<file path="src/pcpd_defines.vh">
// constants for the paged configuration and power-down register bank
// Notes on behaviour
// - bit 7 or 0 write starts self-clearing reset
// - link page 6800h/6900h/6A00h select digital/link pages
// - link pointer split: 3h low, 4h high
// - pair-write disable 0: write both channels
// - disabled: channel select picks A or B
// - analog pointer 11h: 80h master, 0Fh converter
// - two mask sets; 55h bit 0 is only stored and read back
// - mask set choice follows 26h bit 5
// - mask set 1 at 20h and 21h
// - mask set 2 at 23h and 24h
// - converter mask: A in 7-4, B in 3-0
// - buffer mask: B in 7-6, A in 5-4
// - select 0 mask 1, 1 mask 2, reset 0
`ifndef PCPD_DEFINES_VH
`define PCPD_DEFINES_VH
`define ADDR_SW_RESET 8'h00
`define ADDR_LINK_PTR_LO 8'h03
`define ADDR_LINK_PTR_HI 8'h04
`define ADDR_PAIR_WRITE 8'h05
`define ADDR_ANALOG_PTR 8'h11
`define ADDR_MASK1_CONV 8'h20
`define ADDR_MASK1_BUF 8'h21
`define ADDR_MASK2_CONV 8'h23
`define ADDR_MASK2_BUF 8'h24
`define ADDR_SLEEP_CTRL 8'h26
`define ADDR_MASK_CTRL 8'h55
`define PAGE_MAIN_DIGITAL 16'h6800
`define PAGE_LINK_DIGITAL 16'h6900
`define PAGE_LINK_ANALOG 16'h6A00
`define PAGE_MASTER 8'h80
`define PAGE_CONVERTER 8'h0F
`define BIT_RESET_HI 7
`define BIT_RESET_LO 0
`define BIT_PAIR_DISABLE 0
`define BIT_SLEEP 7
`define BIT_IGNORE_PIN 6
`define BIT_MASK_SEL 5
`define BIT_MASK_CTRL 0
`define RESET_BYTE 8'h00
`define RESET_PULSE_CYCLES 4
`endif

</file>
<file path="src/sw_reset_pulse.v">
// stretches a software reset request into a fixed-length pulse
`default_nettype none
module sw_reset_pulse #(
    parameter WIDTH = 4
) (
    input wire ref_clk,
    input wire srst,
    input wire start,
    output reg busy_q
);
    reg [7:0] count_q;
    always @(posedge ref_clk) begin
        if (srst) begin
            count_q <= 8'h00;
            busy_q <= 1'b0;
        end else if (start) begin
            count_q <= WIDTH[7:0];
            busy_q <= 1'b1;
        end else if (count_q != 8'h00) begin
            count_q <= count_q - 8'h01;
            busy_q <= (count_q != 8'h01);
        end else begin
            busy_q <= 1'b0;
        end
    end
endmodule
`default_nettype wire

</file>
<file path="src/paged_config_powerdown_regs.v">
// general configuration and power-down mask register bank
`include "pcpd_defines.vh"
`default_nettype none
module paged_config_powerdown_regs #(
    parameter RESET_CYCLES = `RESET_PULSE_CYCLES
) (
    input wire ref_clk,
    input wire srst,
    input wire wrEn,
    input wire rdEn,
    input wire [7:0] addr,
    input wire [7:0] wrData,
    input wire channelSelectBit,
    output reg [7:0] rdData_q,
    output reg rdValid_q,
    output reg softResetActive_q,
    output reg [15:0] linkPagePointer_q,
    output reg [7:0] analogPagePointer_q,
    output reg pairWriteDisable_q,
    output reg writeChanA_q,
    output reg writeChanB_q,
    output reg masterPageSelected_q,
    output reg converterPageSelected_q,
    output reg mainDigitalPageSelected_q,
    output reg linkDigitalPageSelected_q,
    output reg linkAnalogPageSelected_q,
    output reg [3:0] convAPowerdown_q,
    output reg [3:0] convBPowerdown_q,
    output reg [1:0] bufAPowerdown_q,
    output reg [1:0] bufBPowerdown_q,
    output reg wholeChipSleep_q,
    output reg ignoreSleepPin_q
);
    reg [7:0] mask1Conv_q;
    reg [1:0] mask1BufA_q;
    reg [1:0] mask1BufB_q;
    reg [7:0] mask2Conv_q;
    reg [1:0] mask2BufA_q;
    reg [1:0] mask2BufB_q;
    reg maskSetSelect_q;
    reg maskControl_q;
    reg [7:0] rdData_d;
    wire masterPage;
    wire resetReq;
    wire resetBusy;

    assign masterPage = (analogPagePointer_q == `PAGE_MASTER);
    assign resetReq = wrEn && (addr == `ADDR_SW_RESET) &&
        (wrData[`BIT_RESET_HI] || wrData[`BIT_RESET_LO]);

    sw_reset_pulse #(
        .WIDTH(RESET_CYCLES)
    ) resetPulse (
        .ref_clk(ref_clk),
        .srst(srst),
        .start(resetReq),
        .busy_q(resetBusy)
    );

    // register writes; reset register holds no state so it reads back zero
    always @(posedge ref_clk) begin
        if (srst || resetBusy) begin
            linkPagePointer_q <= {`RESET_BYTE, `RESET_BYTE};
            analogPagePointer_q <= `RESET_BYTE;
            pairWriteDisable_q <= 1'b0;
            mask1Conv_q <= `RESET_BYTE;
            mask1BufA_q <= 2'h0;
            mask1BufB_q <= 2'h0;
            mask2Conv_q <= `RESET_BYTE;
            mask2BufA_q <= 2'h0;
            mask2BufB_q <= 2'h0;
            maskSetSelect_q <= 1'b0;
            maskControl_q <= 1'b0;
            wholeChipSleep_q <= 1'b0;
            ignoreSleepPin_q <= 1'b0;
        end else if (wrEn) begin
            if (addr == `ADDR_LINK_PTR_LO) begin
                linkPagePointer_q[7:0] <= wrData;
            end else if (addr == `ADDR_LINK_PTR_HI) begin
                linkPagePointer_q[15:8] <= wrData;
            end else if (addr == `ADDR_PAIR_WRITE) begin
                pairWriteDisable_q <= wrData[`BIT_PAIR_DISABLE];
            end else if (addr == `ADDR_ANALOG_PTR) begin
                analogPagePointer_q <= wrData;
            end else if (masterPage) begin
                if (addr == `ADDR_MASK1_CONV) begin
                    mask1Conv_q <= wrData;
                end else if (addr == `ADDR_MASK1_BUF) begin
                    mask1BufB_q <= wrData[7:6];
                    mask1BufA_q <= wrData[5:4];
                end else if (addr == `ADDR_MASK2_CONV) begin
                    mask2Conv_q <= wrData;
                end else if (addr == `ADDR_MASK2_BUF) begin
                    mask2BufB_q <= wrData[7:6];
                    mask2BufA_q <= wrData[5:4];
                end else if (addr == `ADDR_SLEEP_CTRL) begin
                    wholeChipSleep_q <= wrData[`BIT_SLEEP];
                    ignoreSleepPin_q <= wrData[`BIT_IGNORE_PIN];
                    maskSetSelect_q <= wrData[`BIT_MASK_SEL];
                end else if (addr == `ADDR_MASK_CTRL) begin
                    maskControl_q <= wrData[`BIT_MASK_CTRL];
                end
            end
        end
    end

    // read mux; reserved and write-only bits read zero
    always @* begin
        rdData_d = 8'h00;
        if (addr == `ADDR_LINK_PTR_LO) begin
            rdData_d = linkPagePointer_q[7:0];
        end else if (addr == `ADDR_LINK_PTR_HI) begin
            rdData_d = linkPagePointer_q[15:8];
        end else if (addr == `ADDR_PAIR_WRITE) begin
            rdData_d = {7'h00, pairWriteDisable_q};
        end else if (addr == `ADDR_ANALOG_PTR) begin
            rdData_d = analogPagePointer_q;
        end else if (masterPage) begin
            if (addr == `ADDR_MASK1_CONV) begin
                rdData_d = mask1Conv_q;
            end else if (addr == `ADDR_MASK1_BUF) begin
                rdData_d = {mask1BufB_q, mask1BufA_q, 4'h0};
            end else if (addr == `ADDR_MASK2_CONV) begin
                rdData_d = mask2Conv_q;
            end else if (addr == `ADDR_MASK2_BUF) begin
                rdData_d = {mask2BufB_q, mask2BufA_q, 4'h0};
            end else if (addr == `ADDR_SLEEP_CTRL) begin
                rdData_d = {wholeChipSleep_q, ignoreSleepPin_q, maskSetSelect_q, 5'h00};
            end else if (addr == `ADDR_MASK_CTRL) begin
                rdData_d = {7'h00, maskControl_q};
            end
        end
    end

    always @(posedge ref_clk) begin
        if (srst) begin
            rdData_q <= 8'h00;
            rdValid_q <= 1'b0;
            softResetActive_q <= 1'b0;
            writeChanA_q <= 1'b0;
            writeChanB_q <= 1'b0;
            masterPageSelected_q <= 1'b0;
            converterPageSelected_q <= 1'b0;
            mainDigitalPageSelected_q <= 1'b0;
            linkDigitalPageSelected_q <= 1'b0;
            linkAnalogPageSelected_q <= 1'b0;
            convAPowerdown_q <= 4'h0;
            convBPowerdown_q <= 4'h0;
            bufAPowerdown_q <= 2'h0;
            bufBPowerdown_q <= 2'h0;
        end else begin
            rdData_q <= rdEn ? rdData_d : 8'h00;
            rdValid_q <= rdEn;
            softResetActive_q <= resetBusy || resetReq;
            writeChanA_q <= !pairWriteDisable_q || !channelSelectBit;
            writeChanB_q <= !pairWriteDisable_q || channelSelectBit;
            masterPageSelected_q <= masterPage;
            converterPageSelected_q <= (analogPagePointer_q == `PAGE_CONVERTER);
            mainDigitalPageSelected_q <= (linkPagePointer_q == `PAGE_MAIN_DIGITAL);
            linkDigitalPageSelected_q <= (linkPagePointer_q == `PAGE_LINK_DIGITAL);
            linkAnalogPageSelected_q <= (linkPagePointer_q == `PAGE_LINK_ANALOG);
            if (maskSetSelect_q) begin
                convAPowerdown_q <= mask2Conv_q[7:4];
                convBPowerdown_q <= mask2Conv_q[3:0];
                bufAPowerdown_q <= mask2BufA_q;
                bufBPowerdown_q <= mask2BufB_q;
            end else begin
                convAPowerdown_q <= mask1Conv_q[7:4];
                convBPowerdown_q <= mask1Conv_q[3:0];
                bufAPowerdown_q <= mask1BufA_q;
                bufBPowerdown_q <= mask1BufB_q;
            end
        end
    end
endmodule
`default_nettype wire

</file>
<file path="config.mk">
export PLATFORM = sky130hd
export DESIGN_NAME = paged_config_powerdown_regs
export DESIGN_NICKNAME = d
export VERILOG_FILES = /design/src/sw_reset_pulse.v /design/src/paged_config_powerdown_regs.v
export VERILOG_INCLUDE_DIRS = /design/src
export SDC_FILE = /design/constraint.sdc
export NUM_CORES = 1
export LEC_CHECK = 0
export BUFFER_PORTS_ARGS = -buffer_cell sky130_fd_sc_hd__buf_2
export CAP_MARGIN = 20
export CELL_PAD_IN_SITES_DETAIL_PLACEMENT = 0
export CELL_PAD_IN_SITES_GLOBAL_PLACEMENT = 1
export CORE_MARGIN = 5
export CORE_UTILIZATION = 30
export DETAILED_ROUTE_END_ITERATION = 12
export PLACE_DENSITY_LB_ADDON = 0.1
export SLEW_MARGIN = 5
export SYNTH_ARGS = -nofsm -noshare
export SYNTH_HDL_FRONTEND = slang
export SYNTH_HIERARCHICAL = 1
export SYNTH_SLANG_ARGS = --single-unit
</file>
<file path="constraint.sdc">
create_clock -name ref_clk -period 3.7 [get_ports ref_clk]
set_input_delay 0.185 -clock ref_clk [delete_from_list [all_inputs] [get_ports ref_clk]]
set_output_delay 0.185 -clock ref_clk [all_outputs]
set_load 0.005 [all_outputs]
</file>
Word level (Yosys, flattened, before mapping)
Index checks and enable logic that the tools add are counted.
- flip-flop bits (word level): 91
- input bits: 21
- output and inout bits: 56
- add/subtract/negate cells: 1
- equal/unequal tests: 16
- multiplexer cells: 19
- bitwise gates (word level): 10
- reductions and logical operators: 24
- operator list (kind ; number):
    $mux 8 ; 10
    $eq 16x15->1 const B ; 3
    $eq 8x6->1 const B ; 5
    $eq 8x3->1 const B ; 2
    $reduce_and 12->1 ; 1
    $reduce_and 11->1 ; 1
    $not 1->1 ; 10
    $reduce_and 10->1 ; 1
    $reduce_and 9->1 ; 1
    $eq 8x2->1 const B ; 1
    $eq 8x4->1 const B ; 1
    $eq 8x5->1 const B ; 1
    $eq 8x7->1 const B ; 1
    $eq 8x8->1 const B ; 1
    $logic_not 8->1 ; 1
    $mux 4 ; 2
    $ne 8x1->1 const B ; 1
    $reduce_and 8->1 ; 1
    $reduce_bool 8->1 ; 1
    $sub 8x1->8 const B ; 1
    $reduce_and 7->1 ; 1
    $mux 3 ; 2
    $logic_or 1x1->1 ; 5
    $reduce_and 5->1 ; 1
    9 further kinds ; 15

Longest topological paths before layout
- word-level depth: 12
- gate-level depth with buffers: 7

Hierarchy
Netlist, hierarchy kept.
- by module, submodules not included (module ; instances ; cells each ; area each (µm²) ; sequential area each (µm²)):
    paged_config_powerdown_regs ; 1 ; 387 ; 3562.2 ; 1641.6
    sw_reset_pulse ; 1 ; 52 ; 446.7 ; 180.2

Worst setup path after synthesis
OpenSTA, ideal clock, no wires.
- path kind: reg2reg
- start point: register analogPagePointer_q[2]
- end point: register rdData_q[1]
- arrival: 1937 ps
- data required time: 3642 ps
- path slack: 1705 ps
- cell stages (with the launch flop): 6
- period minus slack after synthesis: 1995 ps
- cell sequence: dfxtp_1 > or4b_1 > or2_1 > or4_4 > o21ai_1 > o211a_1
- longest elaborated chain between the ends: 6
- ends and longest elaborated chain (what ; line ; source):
    from (decl) ; paged_config_powerdown_regs.v:18 ; output reg [7:0] analogPagePointer_q,
    from (signal assigned) ; paged_config_powerdown_regs.v:64 ; analogPagePointer_q <= `RESET_BYTE;
    from (signal assigned) ; paged_config_powerdown_regs.v:84 ; analogPagePointer_q <= wrData;
    $eq 8x8->1 (no line) ; n/a ;
    $mux 8 ; paged_config_powerdown_regs.v:118 ; end else if (masterPage) begin
    $mux 8 ; paged_config_powerdown_regs.v:116 ; end else if (addr == `ADDR_ANALOG_PTR) begin
    $mux 8 ; paged_config_powerdown_regs.v:114 ; end else if (addr == `ADDR_PAIR_WRITE) begin
    $mux 8 ; paged_config_powerdown_regs.v:112 ; end else if (addr == `ADDR_LINK_PTR_HI) begin
    $mux 8 ; paged_config_powerdown_regs.v:110 ; if (addr == `ADDR_LINK_PTR_LO) begin
    to (signal assigned) ; paged_config_powerdown_regs.v:152 ; rdData_q <= rdEn ? rdData_d : 8'h00;
    to (decl) ; paged_config_powerdown_regs.v:14 ; output reg [7:0] rdData_q,
Every way passes these cells.
A chain may end at the register's enable or synchronous reset.

Worst setup path after layout
- start point: register analogPagePointer_q[3]
- end point: register mask1Conv_q[6]
- longest elaborated chain between the ends: 2
- ends and longest elaborated chain (what ; line ; source):
    $eq 8x8->1 (no line) ; n/a ;
    $reduce_and 7->1 (no line) ; n/a ;
    to (signal assigned) ; paged_config_powerdown_regs.v:66 ; mask1Conv_q <= `RESET_BYTE;
    to (signal assigned) ; paged_config_powerdown_regs.v:87 ; mask1Conv_q <= wrData;
    to (decl) ; paged_config_powerdown_regs.v:34 ; reg [7:0] mask1Conv_q;
Every way passes these cells.

==> metrics <==
Worst Path Required 3900 ps; fin cells 683; area grow syn2layout 20.3%; final net count 526; max-cap violations 0; Die Y approximately 130 µm; setup_tns 0 ps; global placement routability congestion approximately 0.8; Ports 77; Core Area 0.0132 mm²; Max Freq 402 MHz; WS Path Type reg -> reg; cell taking the most area after synthesis dfxtp_1; H-tree levels 3; number of synthesized register bits 91; total CTS buffers 9; run status finished, final reports clean; cell row count 42; syn avg cell area between 9 and 10 µm²; share of cells above drive strength 1 22.5%; most frequent cell after synthesis dfxtp_1; top cells by count, synth 91 x dfxtp_1, 47 x nor2_1, 46 x mux2i_1; post-synth cell types 59; Max stage delay on crit path between 500 and 600 ps; register share of total power 45.1%; Detailed Place HPWL just under 9 mm; final worst slack 1210 ps; Vias 3469; vias per cell 5.08; antenna viol nets, final 0; fin crit share between 60% and 70%; # diodes 0; CTS clk-pin slew, worst paths 60 ps; worst hold margin 36.6 ps; port buffer count 76; # setup viols final 0; Comb pwr share roughly 17%; CTS resizes 0; total power 2.39 mW; P_sw 0.676 mW; worst min path class in -> reg; Hold-fix buffers, CTS 0; synthesized net count about 460; Worst-Skew Late Latency around 340 ps; Worst EP arrival 2690 ps; clk sinks a little over 90; Max Root-Sink Buffers 2; Max FO, Critical Path 8; EDFF count, synth 0; sw frac 28.3%; clock power share 38.4%; crit-path cells or4b_1 -> nor4_2 -> nand2b_1 -> mux2i_1 -> nor2_1; Placed Cells about 670; die width 126 µm; main flop type after synthesis dfxtp_1; PwrDens 495 mW/mm²; vias in the first global route 3393; Synth Cell Area 0.00401 mm²; register area share after synthesis 45.4%; Pre-antenna DRT Iters 4; antenna violations before repair 0; postcts setup bufs 0; min cycle time layout 2490 ps; CTS tree yes; CP endpoint kind flip-flop; GRT Util Overall between 10% and 20%; worst slew pin tran 1010 ps; initial DRC count 151; setup slack, reg-to-reg between 1000 and 1500 ps; Leakage 2.05 nW; Max-Slew Margin vs Limit ~32%; drt drc 0; remaining global-route overflow 0; asr flop ratio synth 0%; Ys Warns 6; routed wire length 12.6 mm; Area contributors post-synth dfxtp_1 45%, mux2i_1 11%, nor2_1 4.4%; slowest CP cell nor4_2; clk_skew 9.33 ps; Max VDD drop 0.000327 V; die area 0.0158 mm²; clk root buf clkbuf_16; RSZ-0062 raised after global routing no; dpl ws 1250 ps; Int Power 1.71 mW; largest net degree at the start of global routing 43; average routed wire per standard cell 18.4 µm; Critical Path Source Type flip-flop; share of the synthesized area in the top cell type 45.4%; first-pass GRT wire length 19.8 mm; Pins Over Slew Limit 0; synthesized instance count 439; Initial Util 30.4%; final hold violation count 0
[cell usage in the layout, fill, tap and decap left out, drive strengths merged, types with 5 or more instances in the layout]
cell,n
or4,5
nor2,47
or3,6
mux2i,46
nor4,9
nor3,9
nand3,23
dfxtp,91
nand2,45
inv,8
o21ai,14
clkbuf,12
a221oi,7
a21oi,33
buf,81
nand4,5
[per-layer routing]
metal	wire length, µm	global-route usage, %	vias up
met5	0	0	-
met2	5540	23.9	103
met4	376	7.08	0
li1	-	-	1701
met3	699	3.41	24
met1	5960	22.2	1641
[flip-flops by register name, summed over array words and instances, names as in the netlist, 2 cells and up]
register and flops:
mask1Conv_q 8, convBPowerdown_q 4, resetPulse/count_q 8, analogPagePointer_q 8, bufBPowerdown_q 2, bufAPowerdown_q 2, convAPowerdown_q 4, rdData_q 8
mask2BufA_q 2, mask1BufB_q 2, mask2Conv_q 8, mask2BufB_q 2, linkPagePointer_q 16, mask1BufA_q 2
[final timing paths]
kind	startpoint	to	cells after the start
max	analogPagePointer_q[3]$_SDFFE_PP0P_	mask1Conv_q[6]$_SDFFE_PP0P_	5
min	channelSelectBit	writeChanA_q$_SDFF_PP0_	2
max reg2reg	analogPagePointer_q[3]$_SDFFE_PP0P_	mask1Conv_q[6]$_SDFFE_PP0P_	5
min reg2reg	mask1BufA_q[1]$_SDFFE_PP0P_	mask1BufA_q[1]$_SDFFE_PP0P_	2
[power by group through the flow]
stage | Sequential (mW) | Combinational (mW) | Clock [mW]
global route | 1.08 | 0.450 | 0.991
CTS | 1.08 | 0.400 | 0.948
floorplan | 1.09 | 0.302 | 0
global placement | 1.10 | 0.394 | 0
detailed placement | 1.10 | 0.398 | 0
finish | 1.08 | 0.394 | 0.918
[per-stage QoR]
step | instance area [µm²] | utilization (%)
3_3_place_gp | 4530 | 34.3
6_report | 4820 | 36.6
3_5_place_dp | 4530 | 34.3
5_1_grt | 4820 | 36.6
2_1_floorplan | 4010 | -
4_1_cts | 4820 | 36.6
[final cells by class]
cell class | instances | area [µm²]
Sequential cell | 91 | 1820
Tap cell | 176 | 220
Timing Repair Buffer | 81 | 418
Fill cell | 1388 | 8370
Multi-Input combinational cell | 311 | 2040
Clock inverter | 4 | 50.0
Clock buffer | 12 | 246
Inverter | 8 | 30.0
[cells by family (layout without fill, tap and decap cells)]
kind of cell	Yosys count	after routing	share of synthesized area, %
multiplexers	50	50	12.6
AND/OR/NAND/NOR	177	177	24.5
flip-flops	91	91	45.4
XOR/XNOR	2	2	0.437
buffers and inverters	37	105	3.71
AO/OA/AOI/OAI	79	79	12.3
adder cells (fa/ha/maj)	3	3	0.936
[worst max-delay path, delay by kind of cell (launching register included)]
family | cells | cell delay, ps
DFF | 1 | 370
muxes | 1 | 280
and+or+nand+nor | 4 | 1680
Power figures use the tool's default switching activity.
